`src/verilog/ecpx_regs.vh`:
```
// Constants for the extended configuration and demand DMA pacing block.
// Assumes an 8-bit register port with a 3-bit address, 100 MHz clock.
`ifndef ECPX_REGS_VH
`define ECPX_REGS_VH
// ==========================================================
// Host port addresses
`define ECPX_A_DATA 3'h0
`define ECPX_A_CTRL 3'h1
`define ECPX_A_STAT 3'h2
`define ECPX_A_CFGA 3'h3
`define ECPX_A_CFGB 3'h4
`define ECPX_A_INDEX 3'h5
`define ECPX_A_IDATA 3'h6
`define ECPX_A_AUX 3'h7
// ==========================================================
// Second-level indices and reset values
`define ECPX_IX_CTLA 3'h0
`define ECPX_IX_CTLB 3'h2
`define ECPX_IX_FAIR 3'h4
`define ECPX_IX_PCFG 3'h5
`define ECPX_CTLA_RST 8'h00
`define ECPX_CTLB_RST 8'h00
`define ECPX_FAIR_RST 8'h07
`define ECPX_PCFG_RST 8'h00
`define ECPX_AUX_RST 8'h00
// ==========================================================
// Mode codes
`define ECPX_M_STD 3'h0
`define ECPX_M_BIDIR 3'h1
`define ECPX_M_PFIFO 3'h2
`define ECPX_M_ECP 3'h3
`define ECPX_M_EPP 3'h4
`define ECPX_M_TEST 3'h6
`define ECPX_M_CFG 3'h7
// ==========================================================
// Field positions and fixed field values
`define ECPX_CTLA_TMO 0
`define ECPX_CTLA_FRZ 4
`define ECPX_CTLA_LIVE 5
`define ECPX_CTLB_V19 4
`define ECPX_CTLB_CHAN 6
`define ECPX_CTLB_COMPAT 7
`define ECPX_PCFG_PE 2
`define ECPX_PCFG_DEMAND 6
`define ECPX_PCFG_USER 7
`define ECPX_PCR_IRQEN 4
`define ECPX_PCR_DIR 5
`define ECPX_STAT_IRQ 2
`define ECPX_CFGA_HI 4'h1
`define ECPX_CFGA_LO 3'h4
// ==========================================================
// Pacing and timing
`define ECPX_BURST 3'h4
`define ECPX_ACT_STEP 6'h04
`define ECPX_INACT_BASE 8'h08
`define ECPX_INACT_STEP 8'h20
`define ECPX_CLK_MHZ 7'h64
`define ECPX_FLUSH_MHZ 7'h18
`define ECPX_FLUSH_LAST 8'hff
`endif

```
`src/verilog/ecpx_top.v`:
```
// Extended configuration bank, register read paths and demand DMA pacing.
// Assumes the FIFO, cycle engine and mode register live outside and that
// every input is synchronous to clk.
`timescale 1ns/1ns
`include "ecpx_regs.vh"
module ecpx_top (
  // Clock and reset
  input wire clk,
  input wire rst_n,
  // Host register port
  input wire [2:0] reg_addr,
  input wire reg_wr,
  input wire reg_rd,
  input wire [7:0] reg_wdata,
  output reg [7:0] reg_rdata_ff,
  // Configuration and mode context
  input wire ext_cfg_enable,
  input wire [2:0] mode_sel,
  input wire [7:0] port_control_reg,
  input wire [3:0] ctrl_pins,
  input wire [7:0] port_data_reg,
  input wire [7:0] data_pins,
  input wire [7:0] status_pins,
  input wire irq_line_level,
  input wire irq_req,
  input wire ack_n,
  // FIFO and peripheral engine
  input wire fifo_bottom_tag,
  input wire fifo_full,
  input wire fifo_empty,
  input wire fifo_free_ge4,
  input wire fifo_valid_ge4,
  input wire byte_arrived,
  input wire cmd_valid,
  input wire periph_busy,
  input wire [7:0] periph_data,
  output reg cmd_to_fifo_ff,
  output reg freeze_ff,
  output reg periph_init_ff,
  // Mode and option outputs
  output reg [6:0] mode_onehot_ff,
  output reg epp_tmo_en_ff,
  output reg epp_v19_ff,
  output reg pe_pullup_ff,
  output reg dir_bwd_ff,
  // DMA
  input wire dma_go,
  input wire dma_req,
  input wire dma_xfer,
  output reg drq_ff,
  // Interrupt pin
  output reg port_interrupt_out_ff,
  output reg port_interrupt_oe_ff
);

localparam S_IDLE = 1'b0;
localparam S_BURST = 1'b1;

// ==========================================================
// Helpers
function [5:0] act_limit;
  input [2:0] n;
  begin
    if (n == 3'h0)
      act_limit = 6'h01;
    else
      act_limit = `ECPX_ACT_STEP * ({3'h0, n} + 6'h01);
  end
endfunction

function [7:0] inact_limit;
  input [2:0] n;
  begin
    inact_limit = `ECPX_INACT_BASE + `ECPX_INACT_STEP * {5'h00, n};
  end
endfunction

function is_mode;
  input [2:0] m;
  input [2:0] code;
  begin
    is_mode = (m == code);
  end
endfunction

// ==========================================================
// Storage
reg [2:0] index_ff;
reg [7:0] ctla_ff;
reg [7:0] ctlb_ff;
reg [7:0] fair_ff;
reg [7:0] pcfg_ff;
reg ack_flag_ff;
reg ack_prev_ff;
reg [2:0] mode_prev_ff;
reg state_ff;
reg [5:0] act_cnt_ff;
reg [2:0] burst_ff;
reg [7:0] hold_ff;
reg [6:0] acc_ff;
reg flush_run_ff;
reg [7:0] flush_cnt_ff;
reg flush_hit_ff;

// ==========================================================
// Mode decode and context
wire m_std = is_mode(mode_sel, `ECPX_M_STD);
wire m_bidir = is_mode(mode_sel, `ECPX_M_BIDIR);
wire m_pfifo = is_mode(mode_sel, `ECPX_M_PFIFO);
wire m_ecp = is_mode(mode_sel, `ECPX_M_ECP);
wire m_epp = is_mode(mode_sel, `ECPX_M_EPP);
wire m_test = is_mode(mode_sel, `ECPX_M_TEST);
wire m_cfg = is_mode(mode_sel, `ECPX_M_CFG);
// Direction is forced forward in 000 and 010
wire bwd = port_control_reg[`ECPX_PCR_DIR] & ~m_std & ~m_pfifo;
wire compat = ctlb_ff[`ECPX_CTLB_COMPAT];
wire legacy = m_std | m_bidir | m_epp;
wire mode_chg = (mode_prev_ff != mode_sel);
wire demand = pcfg_ff[`ECPX_PCFG_DEMAND];
wire sel_ok = ext_cfg_enable;
wire ix_wr = reg_wr & sel_ok & (reg_addr == `ECPX_A_INDEX);
wire dt_wr = reg_wr & sel_ok & (reg_addr == `ECPX_A_IDATA);
wire st_rd = reg_rd & (reg_addr == `ECPX_A_STAT);
wire ack_trail = ~ack_prev_ff & ack_n;

// ==========================================================
// Second-level registers
always @(posedge clk or negedge rst_n)
begin
  if (!rst_n)
  begin
    index_ff <= 3'h0;
    ctla_ff <= `ECPX_CTLA_RST;
    ctlb_ff <= `ECPX_CTLB_RST;
    fair_ff <= `ECPX_FAIR_RST;
    pcfg_ff <= `ECPX_PCFG_RST;
  end
  else
  begin
    if (ix_wr)
      index_ff <= reg_wdata[2:0];
    if (dt_wr)
    begin
      case (index_ff)
        `ECPX_IX_CTLA: ctla_ff <= reg_wdata;
        `ECPX_IX_CTLB: ctlb_ff <= reg_wdata;
        `ECPX_IX_FAIR: fair_ff <= reg_wdata;
        `ECPX_IX_PCFG: pcfg_ff <= reg_wdata;
        default: ;
      endcase
    end
  end
end

// ==========================================================
// Read paths
reg [7:0] idata_rd;
reg [7:0] ctrl_rd;
reg [7:0] data_rd;
reg [7:0] stat_rd;
reg [7:0] nxt_rdata;

always @*
begin
  case (index_ff)
    `ECPX_IX_CTLA: idata_rd = ctla_ff;
    `ECPX_IX_CTLB: idata_rd = ctlb_ff;
    `ECPX_IX_FAIR: idata_rd = fair_ff;
    `ECPX_IX_PCFG: idata_rd = pcfg_ff;
    default: idata_rd = 8'h00;
  endcase
  ctrl_rd = port_control_reg;
  if (ctla_ff[`ECPX_CTLA_LIVE] | (compat & legacy))
    ctrl_rd[3:0] = ctrl_pins;
  if (compat & (m_std | m_bidir))
    ctrl_rd[`ECPX_PCR_DIR] = 1'b1;
  if (compat & (m_std | (legacy & ~bwd)))
    data_rd = port_data_reg;
  else
    data_rd = data_pins;
  stat_rd = status_pins;
  if (compat & m_bidir)
    stat_rd[`ECPX_STAT_IRQ] = ack_flag_ff;
  case (reg_addr)
    `ECPX_A_DATA: nxt_rdata = data_rd;
    `ECPX_A_CTRL: nxt_rdata = ctrl_rd;
    `ECPX_A_STAT: nxt_rdata = stat_rd;
    `ECPX_A_CFGA:
      nxt_rdata = {`ECPX_CFGA_HI, pcfg_ff[`ECPX_PCFG_USER],
        `ECPX_CFGA_LO};
    `ECPX_A_CFGB:
      nxt_rdata = {1'b0, irq_line_level, pcfg_ff[5:3], 1'b0,
        pcfg_ff[1:0]};
    `ECPX_A_INDEX: nxt_rdata = sel_ok ? {5'h00, index_ff} : 8'h00;
    `ECPX_A_IDATA: nxt_rdata = sel_ok ? idata_rd : 8'h00;
    `ECPX_A_AUX:
      nxt_rdata = sel_ok ? {fifo_bottom_tag, 7'h00} : 8'h00;
    default: nxt_rdata = 8'h00;
  endcase
end

always @(posedge clk or negedge rst_n)
begin
  if (!rst_n)
    reg_rdata_ff <= `ECPX_AUX_RST;
  else if (reg_rd)
    reg_rdata_ff <= nxt_rdata;
end

// ==========================================================
// Option outputs, freeze and command capture
always @(posedge clk or negedge rst_n)
begin
  if (!rst_n)
  begin
    mode_onehot_ff <= 7'h00;
    epp_tmo_en_ff <= 1'b0;
    epp_v19_ff <= 1'b0;
    pe_pullup_ff <= 1'b0;
    dir_bwd_ff <= 1'b0;
    freeze_ff <= 1'b0;
    periph_init_ff <= 1'b0;
    cmd_to_fifo_ff <= 1'b0;
  end
  else
  begin
    mode_onehot_ff <= {m_cfg, m_test, m_epp, m_ecp, m_pfifo, m_bidir,
      m_std};
    epp_tmo_en_ff <= ctla_ff[`ECPX_CTLA_TMO];
    epp_v19_ff <= ctlb_ff[`ECPX_CTLB_V19];
    pe_pullup_ff <= pcfg_ff[`ECPX_PCFG_PE];
    dir_bwd_ff <= bwd;
    freeze_ff <= m_ecp & ctla_ff[`ECPX_CTLA_FRZ];
    // Clearing the freeze bit in ECP mode restarts the peripheral side cleanly
    periph_init_ff <= freeze_ff & m_ecp & ~ctla_ff[`ECPX_CTLA_FRZ];
    cmd_to_fifo_ff <= ctlb_ff[`ECPX_CTLB_CHAN] & m_ecp & bwd & cmd_valid &
      ~periph_busy & periph_data[7];
  end
end

// ==========================================================
// Interrupt pin in the compatibility variant
always @(posedge clk or negedge rst_n)
begin
  if (!rst_n)
  begin
    ack_prev_ff <= 1'b1;
    ack_flag_ff <= 1'b0;
    port_interrupt_out_ff <= 1'b0;
    port_interrupt_oe_ff <= 1'b0;
  end
  else
  begin
    ack_prev_ff <= ack_n;
    // A trailing edge in the clearing read cycle is kept
    if (ack_trail)
      ack_flag_ff <= 1'b1;
    else if (st_rd)
      ack_flag_ff <= 1'b0;
    if (compat & m_bidir)
      port_interrupt_out_ff <= ack_flag_ff | ack_trail;
    else
      port_interrupt_out_ff <= irq_req;
    port_interrupt_oe_ff <= ~(compat & legacy &
      ~port_control_reg[`ECPX_PCR_IRQEN]);
  end
end

// ==========================================================
// 24 MHz tick from the 100 MHz clock by fractional accumulation
// The tick jitters by one clock; only the average rate matters here.
wire [7:0] acc_sum = {1'b0, acc_ff} + {1'b0, `ECPX_FLUSH_MHZ};
wire tick24 = (acc_sum >= {1'b0, `ECPX_CLK_MHZ});

always @(posedge clk or negedge rst_n)
begin
  if (!rst_n)
    acc_ff <= 7'h00;
  else if (tick24)
    acc_ff <= acc_sum[6:0] - `ECPX_CLK_MHZ;
  else
    acc_ff <= acc_sum[6:0];
end

// ==========================================================
// Flush time-out
wire flush_stop = drq_ff | ~bwd | ~demand | mode_chg;
wire flush_exp = flush_run_ff & tick24 &
  (flush_cnt_ff == `ECPX_FLUSH_LAST);

always @(posedge clk or negedge rst_n)
begin
  if (!rst_n)
  begin
    flush_run_ff <= 1'b0;
    flush_cnt_ff <= 8'h00;
    flush_hit_ff <= 1'b0;
  end
  else if (flush_stop)
  begin
    flush_run_ff <= 1'b0;
    flush_cnt_ff <= 8'h00;
    flush_hit_ff <= 1'b0;
  end
  else
  begin
    if (byte_arrived)
      flush_run_ff <= 1'b1;
    if (flush_exp)
    begin
      flush_hit_ff <= 1'b1;
      flush_run_ff <= 1'b0;
      flush_cnt_ff <= 8'h00;
    end
    else if (flush_run_ff & tick24)
      flush_cnt_ff <= flush_cnt_ff + 8'h01;
  end
end

// ==========================================================
// DMA request pacing
wire fair_ok = (hold_ff == 8'h00);
wire want = (bwd ? fifo_valid_ge4 : fifo_free_ge4) | flush_hit_ff;
wire can_xfer = bwd ? ~fifo_empty : ~fifo_full;
wire start = dma_go & fair_ok & (demand ? want : dma_req);
wire [5:0] act_next = act_cnt_ff + 6'h01;
wire [2:0] burst_next = burst_ff + 3'h1;
wire act_full = (act_next >= act_limit(fair_ff[2:0]));
wire lost = ~dma_go | (demand ? ~can_xfer : ~dma_req);

always @(posedge clk or negedge rst_n)
begin
  if (!rst_n)
  begin
    state_ff <= S_IDLE;
    drq_ff <= 1'b0;
    act_cnt_ff <= 6'h00;
    burst_ff <= 3'h0;
    hold_ff <= 8'h00;
    mode_prev_ff <= `ECPX_M_STD;
  end
  else
  begin
    mode_prev_ff <= mode_sel;
    if (hold_ff != 8'h00)
      hold_ff <= hold_ff - 8'h01;
    if (mode_chg)
    begin
      // Pacing restarts with the FIFO flush on a mode change
      state_ff <= S_IDLE;
      drq_ff <= 1'b0;
      act_cnt_ff <= 6'h00;
      burst_ff <= 3'h0;
      hold_ff <= 8'h00;
    end
    else
    begin
      case (state_ff)
        S_IDLE:
        begin
          act_cnt_ff <= 6'h00;
          burst_ff <= 3'h0;
          if (start)
          begin
            drq_ff <= 1'b1;
            state_ff <= S_BURST;
          end
        end
        S_BURST:
        begin
          if (dma_xfer & act_full)
          begin
            drq_ff <= 1'b0;
            hold_ff <= inact_limit(fair_ff[6:4]);
            state_ff <= S_IDLE;
          end
          else if (dma_xfer & demand & (burst_next == `ECPX_BURST))
          begin
            act_cnt_ff <= act_next;
            burst_ff <= 3'h0;
            if (~want | ~dma_go)
            begin
              drq_ff <= 1'b0;
              state_ff <= S_IDLE;
            end
          end
          else if (lost)
          begin
            drq_ff <= 1'b0;
            state_ff <= S_IDLE;
          end
          else if (dma_xfer)
          begin
            act_cnt_ff <= act_next;
            burst_ff <= burst_next;
          end
        end
        default:
        begin
          drq_ff <= 1'b0;
          state_ff <= S_IDLE;
        end
      endcase
    end
  end
end

endmodule // ecpx_top

```
`config.mk`:
```
export PLATFORM = sky130hd
export DESIGN_NAME = ecpx_top
export DESIGN_NICKNAME = d
export VERILOG_FILES = /design/src/verilog/ecpx_top.v
export VERILOG_INCLUDE_DIRS = /design/src /design/src/verilog
export SDC_FILE = /design/constraint.sdc
export NUM_CORES = 1
export LEC_CHECK = 0
export ABC_CLOCK_PERIOD_IN_PS = 6800
export CORE_UTILIZATION = 30
export CTS_BUF_LIST = sky130_fd_sc_hd__clkbuf_2
export DETAILED_ROUTE_END_ITERATION = 8
export DONT_BUFFER_PORTS = 1
export GPL_ROUTABILITY_DRIVEN = 0
export MAX_ROUTING_LAYER = met4
export PLACE_DENSITY = 0.48
export SYNTH_ARGS = -nofsm -noshare
export SYNTH_HDL_FRONTEND = slang
export SYNTH_SLANG_ARGS = --single-unit
export TNS_END_PERCENT = 5
```
`constraint.sdc`:
```
create_clock -name clk -period 6.8 [get_ports clk]
set_input_delay 0.34 -clock clk [delete_from_list [all_inputs] [get_ports clk]]
set_output_delay 0.34 -clock clk [all_outputs]
set_load 0.005 [all_outputs]
```
# Word level (Yosys, flattened, before mapping)
# Cells that the tools add are included.
# word_totals
regBits	100
latch_bits	0
ramBits	0
mem_bits_ro	0
elab_cells	190
n_memories	0
# op_classes
n_addsub	8
n_mul	0
n_div	0
magnitude_cmp	2
eq_ne	25
shifts	0
muxes	56
n_bitwise	55
n_reduce_logical	16
# op_table
op	n
8-bit 2-to-1 mux	10
8-bit one-hot mux with 8 select lines	1
6-bit 2-to-1 mux	6
8-bit one-hot mux with 4 select lines	1
3-bit == test, second input constant	10
1-bit AND	28
1-bit 2-to-1 mux	26
3-bit 2-to-1 mux	6
1-bit inverter	16
3-bit by 2-bit == test with 1-bit output, second input constant	5
3-bit logical NOT	4
6-bit one-hot mux with 2 select lines	1
1-bit OR	11
4-bit by 8-bit adder with 8-bit output, first input constant	1
7-bit by 5-bit adder with 8-bit output, second input constant	1
8-bit by 1-bit adder with 8-bit output, second input constant	1
8-bit == test, second input constant	1
8-bit by 7-bit greater-or-equal comparator with 1-bit output, second input constant	1
8-bit logical NOT	1
2-bit AND reduction	4
8-bit nonzero test	1
8-bit by 1-bit subtractor with 8-bit output, second input constant	1
7-bit 2-to-1 mux	1
7-bit subtractor, second input constant	1
17 further kinds	23

# Depth between registers and ports, before layout
# logic_depth
ltp_word	13
depth_mapped	12

# Worst setup path after synthesis
# Ideal clock, no wire load.
# synth_timing
path_kind	register to register
start	register fair_ff[0]
end	register act_cnt_ff[5]
arrival_time_ps	2564
t_required_ps	6718
setup_slack_ps	4153
stages_incl_launch_ff	12
n_path_buf	1
period_less_slack_ps	2647
cell_sequence	dfstp_2 inv_1 ha_1 nor2b_1 or2_2 ha_1 nand2_1 o21ai_1 a31o_2 buf_2 or4_1 a21oi_1
# synth_between
elab_chain_cells	6
# synth_lines
element	line	text
start: declaration	ecpx_top.v:91	reg [7:0] fair_ff;
start signal: assignment	ecpx_top.v:135	fair_ff <= `ECPX_FAIR_RST;
start signal: assignment	ecpx_top.v:147	`ECPX_IX_FAIR: fair_ff <= reg_wdata;
3-bit by 1-bit adder with 4-bit output or 3-bit logical NOT (tied branches)	ecpx_top.v:67, ecpx_top.v:64	
6-bit 2-to-1 mux (*)	ecpx_top.v:64	if (n == 3'h0)
6-bit greater-or-equal comparator (*)	ecpx_top.v:328	wire act_full = (act_next >= act_limit(fair_ff[2:0]));
1-bit AND (*)	ecpx_top.v:371	if (dma_xfer & act_full)
3-bit inequality test (no line) (*)	-	
3-bit AND reduction (no line) (*)	-	
end signal: assignment	ecpx_top.v:379	act_cnt_ff <= act_next;
end signal: assignment	ecpx_top.v:394	act_cnt_ff <= act_next;
end: declaration	ecpx_top.v:97	reg [5:0] act_cnt_ff;
# Mark *: on every way between the ends. The rest lies on a longest branch, timed or not.
# A chain may end at the register's enable or synchronous reset.

# Worst setup path after layout
# layout_timing
start	register ctlb_ff[7]
end	register reg_rdata_ff[3]
# layout_between
elab_chain_cells	4
# layout_lines
element	line	text
start: declaration	ecpx_top.v:90	reg [7:0] ctlb_ff;
start signal: assignment	ecpx_top.v:134	ctlb_ff <= `ECPX_CTLB_RST;
start signal: assignment	ecpx_top.v:146	`ECPX_IX_CTLB: ctlb_ff <= reg_wdata;
1-bit AND	ecpx_top.v:173	if (ctla_ff[`ECPX_CTLA_LIVE] | (compat & legacy))
1-bit OR	ecpx_top.v:173	
4-bit 2-to-1 mux	ecpx_top.v:173	
8-bit one-hot mux with 8 select lines (*)	ecpx_top.v:184	case (reg_addr)
end signal: assignment	ecpx_top.v:205	reg_rdata_ff <= `ECPX_AUX_RST;
end signal: assignment	ecpx_top.v:207	reg_rdata_ff <= nxt_rdata;
end: declaration	ecpx_top.v:15	output reg [7:0] reg_rdata_ff,
# Marked as above.

==> qor.json <==
{
  "run_status": "complete, no violations",
  "row_count": 48,
  "core-area_um2": 17400,
  "share_seq_of_total_power_pct": 56.5,
  "fin_tns_setup_ns": 0,
  "avgSynthCellArea_um2": 10.6,
  "cellInternalPower_uw": 835,
  "cpPeakStageDelay_ns": 0.57,
  "crit_path_top_delay_cell": "sky130_fd_sc_hd__dlygate4sd3_1",
  "gate_count_of_the_mapped_netlist": 507,
  "grt_overflow_total": 0,
  "holdCritStartpoint": "mode_sel[0]",
  "pin_count_of_the_biggest_net_entering_global_routing": 99,
  "syn_nets": 602,
  "edff_count_synth": 0,
  "comb_power_share_pct": 20.3,
  "drt-total-wl_mm": 13.9,
  "ant_nets": 0,
  "worstPathBufferInverterCount": 2,
  "timing.critical_path.required_ns": 7.31,
  "placedCellCount": 713,
  "timing.rr.end": "reg_rdata_ff[3]",
  "cts_htree_levels": 3,
  "power_switching_share_pct": 32.4,
  "tritoncts": "yes",
  "crit_top_cell": "sky130_fd_sc_hd__dlygate4sd3_1",
  "reg2reg_slack_ns": 3.88,
  "vdd.ir_drop.worst_uv": 82.0,
  "ys_warn_count": 0,
  "ys.flop_type": "sky130_fd_sc_hd__dfrtp_1",
  "ctsRootBufferMaster": "sky130_fd_sc_hd__clkbuf_2",
  "period_minus_slack_ns": 2.92,
  "critical-path-top-delay-family": "buffers and inverters",
  "route.detailed.wl_per_inst_um": 18.1,
  "drv.max_cap_violation_count": 0,
  "max_slew.worst_pin.slew_ns": 0.695,
  "clock_latency_ns": 0.60,
  "finish.cell_count_without_fillers": 768,
  "grt_pass1_wl_mm": 22.6,
  "start_util_pct": 30.9,
  "crit_type": "reg2reg",
  "drtPass1Iterations": 4,
  "p_clk_share_pct": 23.2,
  "die_x_um": 136,
  "power.density_cell_area_nw_per_um2": 204,
  "post_cts_resized": 0,
  "timing.critical_path.to_type": "flop",
  "final_core_utilization_pct": 34.9,
  "timing.critical_path.arrival_ns": 3.44,
  "grt_pass1_vias": 4189,
  "ys_seq_area_share_pct": 45.6,
  "wl_met3_um": 651,
  "timing.final.max_slew_violations": 0,
  "vertical_extent_of_the_die_um": 136,
  "grt_antenna_before_repair": 3,
  "ios": 102,
  "cts_hold_buffers": 36,
  "grt.total_usage_pct": 16.5,
  "drt_iter0_markers": 238,
  "remaining_drc_errors": 0,
  "timing.rr.start": "ctlb_ff[7]",
  "route.met2.wl_mm": 6.40,
  "switchingPower_uw": 401,
  "clk_path_buf_depth": 2,
  "fin_worst_hold_slack_ns": 0.0609,
  "count_of_unique_library_cells_instantiated_by_yosys": 73,
  "setup-violations-final": 0,
  "portBuffers": 0,
  "period_share_pct": 43.0,
  "cp_cell_sequence": "nor2b_1 -> o21a_1 -> mux2_1 -> dlygate4sd3_1 -> o22ai_1 -> dlygate4sd3_1 -> a21oi_1",
  "top_layer_used": "met4",
  "maxClockFrequency_mhz": 342,
  "whs_endpoint": "hold_ff[5]",
  "rsz0062_at_grt": "false",
  "detail_route.vias_per_cell": 5.29,
  "path_category_of_the_worst_min_delay_check": "in2reg",
  "cts_setup_buffers": 0,
  "via_count": 4059,
  "layout-drive-gt1-share_pct": 12.4,
  "finalHoldViolations": 0,
  "fp.dieArea_um2": 18500,
  "max_slew_margin_pct": 53.6,
  "min_path_cells": 3,
  "cp_num_cells": 7,
  "placed_wire_length_estimate_after_detailed_placement_mm": 9.70,
  "worst_reg_to_reg_path_cell_count": 7,
  "numClockSinks": 98,
  "critical_path.startpoint_type": "flop",
  "nets": 630,
  "path_clk_slew_ns": 0.26,
  "final.setup_skew_ns": 0.0343,
  "cts_made_buffers": 9,
  "synth-seq-cells": 98,
  "area.growth.synth_to_final_pct": 12.8,
  "m1WireLength_mm": 6.58,
  "synth_area_um2": 5380,
  "synthArstFlopShare_pct": 100,
  "crit_path_start": "ctlb_ff[7]",
  "leakage_uw": 0.00264,
  "timing.critical_path.fanout_max": 8
}
cell usage after synthesis (3+ instances only):
library cell	n	area share [%]
sky130_fd_sc_hd__xnor2_1	8	1.3
sky130_fd_sc_hd__nor3b_1	5	0.70
sky130_fd_sc_hd__buf_2	8	0.74
sky130_fd_sc_hd__a31o_2	5	0.81
sky130_fd_sc_hd__mux2_1	15	3.1
sky130_fd_sc_hd__mux2i_1	26	4.8
sky130_fd_sc_hd__and3_1	7	0.81
sky130_fd_sc_hd__mux2_2	25	5.2
sky130_fd_sc_hd__nor2b_1	4	0.46
sky130_fd_sc_hd__nor3_1	9	0.84
sky130_fd_sc_hd__clkbuf_1	9	0.63
sky130_fd_sc_hd__and2_1	3	0.35
sky130_fd_sc_hd__a21boi_0	5	0.70
sky130_fd_sc_hd__or4_1	9	1.3
sky130_fd_sc_hd__o221a_1	3	0.63
sky130_fd_sc_hd__nand2_1	29	2.0
sky130_fd_sc_hd__o211a_1	3	0.56
sky130_fd_sc_hd__nor2_1	27	1.9
sky130_fd_sc_hd__inv_1	22	1.5
sky130_fd_sc_hd__xor2_1	7	1.1
sky130_fd_sc_hd__or3_1	6	0.70
sky130_fd_sc_hd__dfstp_2	4	2.0
sky130_fd_sc_hd__nand4_1	6	0.70
sky130_fd_sc_hd__nand3_1	12	1.1
sky130_fd_sc_hd__o31ai_1	5	0.70
sky130_fd_sc_hd__o22ai_1	12	1.4
sky130_fd_sc_hd__a21oi_1	35	3.3
sky130_fd_sc_hd__o21ai_0	20	1.9
sky130_fd_sc_hd__o21a_1	3	0.42
sky130_fd_sc_hd__nand3b_1	3	0.42
sky130_fd_sc_hd__o211ai_1	3	0.42
sky130_fd_sc_hd__dfrtp_1	94	44
sky130_fd_sc_hd__nand2b_1	5	0.58
sky130_fd_sc_hd__ha_1	18	4.2
placed cells by master (no fill, tap or decap), types with 4 or more instances in the layout:
| cell | synthesis | final |
|---|---|---|
| sky130_fd_sc_hd__a21boi_0 | 5 | 5 |
| sky130_fd_sc_hd__a21oi_1 | 35 | 35 |
| sky130_fd_sc_hd__a31o_2 | 5 | 5 |
| sky130_fd_sc_hd__and3_1 | 7 | 7 |
| sky130_fd_sc_hd__clkbuf_2 | 0 | 10 |
| sky130_fd_sc_hd__dfrtp_1 | 94 | 94 |
| sky130_fd_sc_hd__dfstp_2 | 4 | 4 |
| sky130_fd_sc_hd__dlygate4sd3_1 | 0 | 35 |
| sky130_fd_sc_hd__ha_1 | 18 | 18 |
| sky130_fd_sc_hd__inv_1 | 22 | 22 |
| sky130_fd_sc_hd__mux2_1 | 15 | 15 |
| sky130_fd_sc_hd__mux2_2 | 25 | 25 |
| sky130_fd_sc_hd__mux2i_1 | 26 | 26 |
| sky130_fd_sc_hd__nand2_1 | 29 | 29 |
| sky130_fd_sc_hd__nand2b_1 | 5 | 5 |
| sky130_fd_sc_hd__nand3_1 | 12 | 12 |
| sky130_fd_sc_hd__nand4_1 | 6 | 6 |
| sky130_fd_sc_hd__nor2_1 | 27 | 27 |
| sky130_fd_sc_hd__nor2b_1 | 4 | 4 |
| sky130_fd_sc_hd__nor3_1 | 9 | 9 |
| sky130_fd_sc_hd__nor3b_1 | 5 | 5 |
| sky130_fd_sc_hd__o21ai_0 | 20 | 20 |
| sky130_fd_sc_hd__o22ai_1 | 12 | 12 |
| sky130_fd_sc_hd__o31ai_1 | 5 | 5 |
| sky130_fd_sc_hd__or3_1 | 6 | 6 |
| sky130_fd_sc_hd__or4_1 | 9 | 9 |
| sky130_fd_sc_hd__xnor2_1 | 8 | 8 |
| sky130_fd_sc_hd__xor2_1 | 7 | 7 |
through the flow:
stage	cell area, um^2	total power [uW]	setup WS [ns]
5_1_grt	6070	1320	3.70
3_3_place_gp	5580	917	4.00
6_report	6070	1240	3.88
3_5_place_dp	5580	923	4.01
4_1_cts	6060	1250	3.90
2_1_floorplan	5380	872	4.15
power by group through the flow:
stage               Combinational (uW)  Sequential, uW  Clock (uW)
detailed placement                 214             709           0
finish                             251             698         287
floorplan                          196             676           0
global placement                   210             707           0
CTS                                253             699         299
global route                       281             708         326
state kept, by name (all words and copies together) (netlist names), 3 cells and up:
name and flops:
reg_rdata_ff 8, ctlb_ff 8, burst_ff 3, fair_ff 8, act_cnt_ff 6, mode_prev_ff 3
hold_ff 8, acc_ff 5, flush_cnt_ff 8, ctla_ff 8, mode_onehot_ff 7, index_ff 3
pcfg_ff 8
tightest hold or removal path, delay by kind of cell:
family | cells | cell delay [ns]
AND/OR/NAND/NOR | 1 | 0.16
XOR/XNOR | 1 | 0.07
AO/OA/AOI/OAI | 1 | 0.06
worst max-delay path by stage:
| stage | endpoint | slack [ns] |
|---|---|---|
| finish | reg_rdata_ff[3] | 3.88 |
| global route | act_cnt_ff[5] | 3.70 |
| CTS | reg_rdata_ff[7] | 3.90 |
| detailed placement | burst_ff[0] | 4.01 |
| global placement | burst_ff[2] | 4.00 |
| floorplan | act_cnt_ff[5] | 4.15 |
metal layers:
metal | GRT usage [%] | vias to the layer above
met1 | 21.4 | 2024
met3 | 3.73 | 20
li1 | - | 1939
met2 | 24.8 | 76
met5 | - | -
met4 | 6.30 | 0
kinds of logic (layout without fill, tap and decap cells):
logic type	Yosys count	in the layout	synth area share [%]
XOR/XNOR	16	16	2.74
multiplexers	66	66	13.2
adder cells (fa/ha/maj)	18	18	4.18
AO/OA/AOI/OAI	124	124	15.7
AND/OR/NAND/NOR	143	143	15.2
flip-flops	98	98	45.6
other	0	3	0
buffers and inverters	42	75	3.32
layout make-up:
cell class	instances	area [um^2]
fillers	1808	11300
clock inverters	6	58.8
diodes	3	7.51
inverters	22	82.6
flip-flops and latches	98	2460
well taps	225	282
clock buffers	10	50.0
repair buffers	37	385
multi-input cells	367	2750
(Power assumes the default switching activity.)
